==> src/verilog/eip_defs.svh <==
// Purpose: Constants for the external interrupt pin front end.
// Assumes: Included by the package and the design module.
// Notes:   Numbers follow the service fetch-packet order.
`ifndef EIP_DEFS_SVH
`define EIP_DEFS_SVH
`define EIP_NUM_W      4
`define EIP_NUM_IRQS   16
`define EIP_EXT_CNT    4
`define EIP_NUM_RESET  4'h0
`define EIP_NUM_NMI    4'h1
`define EIP_EXT_BASE   4
`define EIP_NUM_FIXED  4
`define EIP_SEL_EXT4   5'h04
`define EIP_SEL_EXT7   5'h07
`endif

==> src/verilog/eip_pkg.sv <==
// Purpose: Types for the external interrupt pin front end.
// Assumes: eip_defs.svh supplies the constants.
// Notes:   Ack and number travel together.
`include "eip_defs.svh"
package eip_pkg;
    typedef enum logic [1:0] {
        EIP_IDLE = 2'b01,
        EIP_ACK  = 2'b10
    } eip_state_t;

    typedef struct packed {
        logic                  ack;
        logic [`EIP_NUM_W-1:0] num;
    } eip_ack_t;
endpackage : eip_pkg

==> src/verilog/eip_irq_front.sv <==
// Purpose: Edge detection, pending latch, acknowledge and number output.
// Assumes: Core pulses svc_take_i for one cycle when it takes the interrupt
//          shown on svc_req_o/svc_num_o; pins are asynchronous.
// Notes:   Sources 2,3,8..15 come from on-chip peripherals as pulses.
`timescale 1ns/1ps
`default_nettype none
`include "eip_defs.svh"
module eip_irq_front
    import eip_pkg::*;
#(
    parameter int ACK_CYCLES = 1
) (
    input  wire logic                      clk_sys_i,
    input  wire logic                      rstn_i,
    input  wire logic [`EIP_EXT_CNT-1:0]   external_irq_in_i,
    input  wire logic [`EIP_EXT_CNT-1:0]   ext_irq_edge_polarity_i,
    input  wire logic                      nmi_in_i,
    input  wire logic [`EIP_NUM_IRQS-1:0]  int_event_i,
    input  wire logic [`EIP_NUM_IRQS-1:0]  irq_enable_i,
    input  wire logic                      svc_take_i,
    output logic                           svc_req_o,
    output logic [`EIP_NUM_W-1:0]          svc_num_o,
    output logic [`EIP_NUM_IRQS-1:0]       pending_o,
    output logic                           irq_service_ack_out_o,
    output logic [`EIP_NUM_W-1:0]          serviced_irq_number_o
);
    // ============================================================
    // Pin synchronisers
    logic [`EIP_EXT_CNT:0] meta_q, sync_q, prev_q;
    logic [`EIP_EXT_CNT:0] pins, edge_hit;
    logic [`EIP_EXT_CNT:0] meta_d, sync_d, prev_d;

    assign pins = {nmi_in_i, external_irq_in_i};

    always_comb begin
        meta_d = pins;
        sync_d = meta_q;
        prev_d = sync_q;
    end

    always_ff @(posedge clk_sys_i) begin
        if (!rstn_i) begin
            meta_q <= '0;
            sync_q <= '0;
            prev_q <= '0;
        end else begin
            meta_q <= meta_d;
            sync_q <= sync_d;
            prev_q <= prev_d;
        end
    end

    // ============================================================
    // Edge detection
    genvar gi;
    generate
        for (gi = 0; gi < `EIP_EXT_CNT; gi++) begin : g_ext
            assign edge_hit[gi] = ext_irq_edge_polarity_i[gi]
                                ? (prev_q[gi] & ~sync_q[gi])
                                : (~prev_q[gi] & sync_q[gi]);
        end
    endgenerate
    assign edge_hit[`EIP_EXT_CNT] = ~prev_q[`EIP_EXT_CNT] & sync_q[`EIP_EXT_CNT];

    // ============================================================
    // Pending events and priority pick
    logic [`EIP_NUM_IRQS-1:0] pend_q, pend_d, raw_evt, eligible;
    logic                     found;
    logic [`EIP_NUM_W-1:0]    pick;

    always_comb begin
        raw_evt = int_event_i;
        raw_evt[`EIP_NUM_RESET] = 1'b0;
        // number 1 is the nonmaskable pin
        raw_evt[`EIP_NUM_NMI] = edge_hit[`EIP_EXT_CNT];
        for (int k = 0; k < `EIP_EXT_CNT; k++) begin
            raw_evt[`EIP_EXT_BASE + k] = edge_hit[k];
        end
    end

    always_comb begin
        eligible = pend_q & irq_enable_i;
        eligible[`EIP_NUM_FIXED-1:0] = pend_q[`EIP_NUM_FIXED-1:0];
        found = 1'b0;
        pick  = '0;
        for (int k = `EIP_NUM_IRQS - 1; k >= 0; k--) begin
            if (eligible[k]) begin
                found = 1'b1;
                pick  = k[`EIP_NUM_W-1:0];
            end
        end
    end

    // ============================================================
    // Service sequencing
    eip_state_t st_q, st_d;
    eip_ack_t   out_q, out_d;
    logic [7:0] cnt_q, cnt_d;
    logic       take;

    assign take = svc_take_i & found & (st_q == EIP_IDLE);

    always_comb begin
        pend_d = pend_q;
        if (take) begin
            pend_d[pick] = 1'b0;
        end
        pend_d = pend_d | raw_evt;
        st_d  = st_q;
        out_d = out_q;
        cnt_d = cnt_q;
        case (st_q)
            EIP_IDLE: begin
                if (take) begin
                    st_d      = EIP_ACK;
                    out_d.ack = 1'b1;
                    out_d.num = pick;
                    cnt_d     = 8'(ACK_CYCLES - 1);
                end
            end
            EIP_ACK: begin
                if (cnt_q == 8'h00) begin
                    st_d      = EIP_IDLE;
                    out_d.ack = 1'b0;
                end else begin
                    cnt_d = cnt_q - 8'h01;
                end
            end
            default: begin
                st_d  = EIP_IDLE;
                out_d = '0;
            end
        endcase
    end

    always_ff @(posedge clk_sys_i) begin
        if (!rstn_i) begin
            pend_q <= '0;
            st_q   <= EIP_IDLE;
            out_q  <= '0;
            cnt_q  <= 8'h00;
        end else begin
            pend_q <= pend_d;
            st_q   <= st_d;
            out_q  <= out_d;
            cnt_q  <= cnt_d;
        end
    end

    assign svc_req_o             = found & (st_q == EIP_IDLE);
    assign svc_num_o             = pick;
    assign pending_o             = pend_q;
    assign irq_service_ack_out_o = out_q.ack;
    assign serviced_irq_number_o = out_q.num;
endmodule : eip_irq_front
`default_nettype wire

==> config.mk <==
export PLATFORM = sky130hd
export DESIGN_NAME = eip_irq_front
export DESIGN_NICKNAME = d
export VERILOG_FILES = /design/src/verilog/eip_pkg.sv /design/src/verilog/eip_irq_front.sv
export VERILOG_INCLUDE_DIRS = /design/src /design/src/verilog
export SDC_FILE = /design/constraint.sdc
export NUM_CORES = 1
export LEC_CHECK = 0
export BUFFER_PORTS_ARGS = -buffer_cell sky130_fd_sc_hd__buf_2
export CAP_MARGIN = 20
export CELL_PAD_IN_SITES_DETAIL_PLACEMENT = 1
export CELL_PAD_IN_SITES_GLOBAL_PLACEMENT = 2
export CORE_UTILIZATION = 26
export DETAILED_ROUTE_END_ITERATION = 8
export PLACE_DENSITY_LB_ADDON = 0.1
export SYNTH_ARGS = -nofsm -noshare
export SYNTH_HDL_FRONTEND = slang
export SYNTH_SLANG_ARGS = --single-unit
==> constraint.sdc <==
create_clock -name clk_sys_i -period 1.7 [get_ports clk_sys_i]
set_clock_uncertainty 0.05 [all_clocks]
set_input_delay 0 -clock clk_sys_i [delete_from_list [all_inputs] [get_ports clk_sys_i]]
set_output_delay 0 -clock clk_sys_i [all_outputs]
set_load 0.1 [all_outputs]
==> results.md <==
- Outcome: complete, but fails checks
- Violated checks: negative setup slack
- IO buf count: 59
- Average size of a mapped cell: 9.12 µm²
- Worst Max-Slew Pin Slew: 0.501 ns
- CTS max path bufs: 2
- Final Max Slew Viols: 0
- DRT Pass-1 Iters: 4
- Maxcap violations: 0
- Crit Path Category: flop to primary output
- Remaining DRCs: 0
- TritonCTS clock tree: built
- Synth Cell Area: 2010 µm²
- Dominant cells by area after synthesis: dfxtp_1 45%, nor2_1 5.2%, and2_1 5.0%
- Most frequent cell after synthesis: dfxtp_1
- Largest net degree at the start of global routing: 21
- Power Density: 943 nW/µm²
- Cell count after synthesis: 221
- Worst path max stage delay: 0.40 ns
- Cells along the critical path: a222oi_1 -> o21ai_2 -> a31oi_2 -> buf_4 -> buf_6 -> clkinvlp_4 -> buf_12
- # H-tree levels: 2
- DR vias/cell: 4.70
- F_max: 0.508 GHz
- Pwr Total: 0.00341 W
- Worst Path Required: 1.65 ns
- Worst setup EP type: primary output
- Gpl congestion: 0.769
- Post-DRT Antenna Nets: 0
- Final core occ: 49.1%
- CTS sink cnt: 45
- CP delay by family, top: compound AO/OA/AOI/OAI gates
- Proportion of synthesized flip-flops having asynchronous set or reset: 0%
- Tcrit/Tclk final: 116%
- Initial Util: 27.3%
- CP max FO: 3
- Hold crit path type: input port to flop
- Worst slew margin: 66.8%
- Lkg Pwr: 1.57 nW
- Vias in the first global route: 2,304
- Die Y-Extent: 90.0 µm
- Commonest cells in the netlist: 45 x dfxtp_1, 28 x nor2_1, 20 x nand2_1, 16 x and2_1
- Area growth syn-to-layout: 79.6%
- Die Wd: 90.0 µm
- Die ar.: 8100 µm²
- Synth area leader: dfxtp_1
- Share of the synthesized area in the top cell type: 44.7%
- Hold_ws: 0.0388 ns
- Buf/Inv on CP: 4
- Skew-Pair Late Insertion Delay: 0.31 ns
- Ant diodes: 0
- Synth Register Bits: 45
- Yosys warns: 0
- Number of flops mapped to enable cells by yosys: 0
- Wire length per cell: 15.0 µm
- Sequential share of the synthesized area: 44.7%
- Via count: 2,181
- Initial DRC Count: 38
- TritonCTS Buffers: 5
- Worst path arrival time: 1.92 ns
- Global-route wire length before repair: 11,600 µm
- Nets: 410
- Setup Viol. Count Final: 33
- VDD IR max: 0.000415 V
- Clock root buffer: clkbuf_8
- Total Routing Usage GR: 17.9%
- Core Area: 7370 µm²
- FP Rows: 31
- Share of cells above drive strength 1: 55.1%
- Setup WS post-layout: -0.267 ns
- Unrepaired setup endpoints after global routing: true
- Post-Route WL: 6940 µm
- CP Launch Type: flop
- Antenna violations before repair: 0
- Hold Fails Final Rpt: 0
- Syn nets: 267
- Top Ports: 70
- Minimum clock period: 1.97 ns
- Distinct cells, synth: 46
- Post-synth top flop: dfxtp_1
- Clock slew at reported path FFs: 0.10 ns
- Slowest library cell on the worst path: a222oi_1
- Global route overflow: 0
- Post-DP HPWL: 5000 µm
==> worst register-to-register path: stages (launching register included) <==
cell and delay, ns:
dfxtp_4 0.36, a222oi_1 0.40, o21ai_2 0.11, a31oi_2 0.23, buf_4 0.16, nand4_1 0.22, o31a_1 0.31
==> layer usage <==
layer / track usage [%] / routed length [µm] / vias to the layer above
li1: - / - / 1093
met1: 21.9 / 3170 / 1031
met2: 31.4 / 3400 / 47
met3: 3.13 / 216 / 10
met4: 6.18 / 160 / 0
met5: 0 / 0 / -
==> metrics by stage <==
| step | setup TNS, ns | instances | worst slack [ns] | area, µm² |
|---|---|---|---|---|
| finish | -4.22 | 464 | -0.267 | 3620 |
| global route | -7.68 | 464 | -0.385 | 3620 |
| CTS | -4.49 | 462 | -0.272 | 3580 |
| detailed placement | -5.98 | 429 | -0.281 | 2970 |
| global placement | -5.56 | 429 | -0.291 | 2970 |
| floorplan | -4.50 | 221 | -0.496 | 2130 |
==> power by group <==
group          internal [W]  switching [W]  leakage [nW]
registers           0.00112      0.0000567         0.381
clock network      0.000311       0.000421        0.0511
logic              0.000627       0.000872          1.14
==> flip-flops by register name (all words and copies together) (netlist names) <==
name                   flops
cnt_q                      8
meta_q                     5
pending_o                 16
prev_d                     5
prev_q                     5
serviced_irq_number_o      4
st_q                       2
==> layout make-up <==
type | instances | area (µm²)
fillers | 861 | 3750
multi-input cells | 166 | 1340
repair buffers | 140 | 1050
flip-flops and latches | 45 | 965
well taps | 99 | 124
clock buffers | 5 | 68.8
inverters | 6 | 40.0
clock inverters | 3 | 28.8
==> worst paths after layout <==
kind	start	to	slack [ns]	cells past startpoint
worst min register to register	meta_q[0]	prev_d[0]	0.39	1
worst max register to register	pending_o[5]	pending_o[14]	-0.24	6
worst max-delay path	pending_o[5]	svc_num_o[0]	-0.27	7
worst min-delay path	ext_irq_edge_polarity_i[1]	pending_o[5]	0.04	4
==> cells by family after synthesis <==
kind of cell | Yosys count | synth area share, %
buf+inv | 11 | 2.11
simple gates | 85 | 20.7
compound gates | 71 | 28.2
fa+ha+maj | 2 | 1.24
flops | 45 | 44.7
xor+xnor | 7 | 3.04
==> cells in the final DEF, fill, tap and decap left out, types with 5 or more instances in the layout <==
| cell type | instances |
|---|---|
| a21oi_2 | 6 |
| and2_1 | 15 |
| buf_12 | 5 |
| buf_2 | 54 |
| buf_4 | 56 |
| buf_6 | 10 |
| clkbuf_8 | 5 |
| dfxtp_1 | 28 |
| dfxtp_4 | 17 |
| dlygate4sd3_1 | 15 |
| nand2_1 | 15 |
| nor2_1 | 22 |
| o21a_1 | 8 |
| o21ai_0 | 7 |
| xnor2_1 | 7 |
==> what timing repair did <==
action | 4_1_cts | 5_1_grt
cloned | 1 | 0
hold endpoints to repair | 15 | 0
buffers inserted | 9 | 2
hold buffers | 15 | 0
pin swaps | 28 | 10
endpoints found under the setup margin | 34 | 35
gates resized for setup | 67 | 7
Power figures use the tool's default switching activity.
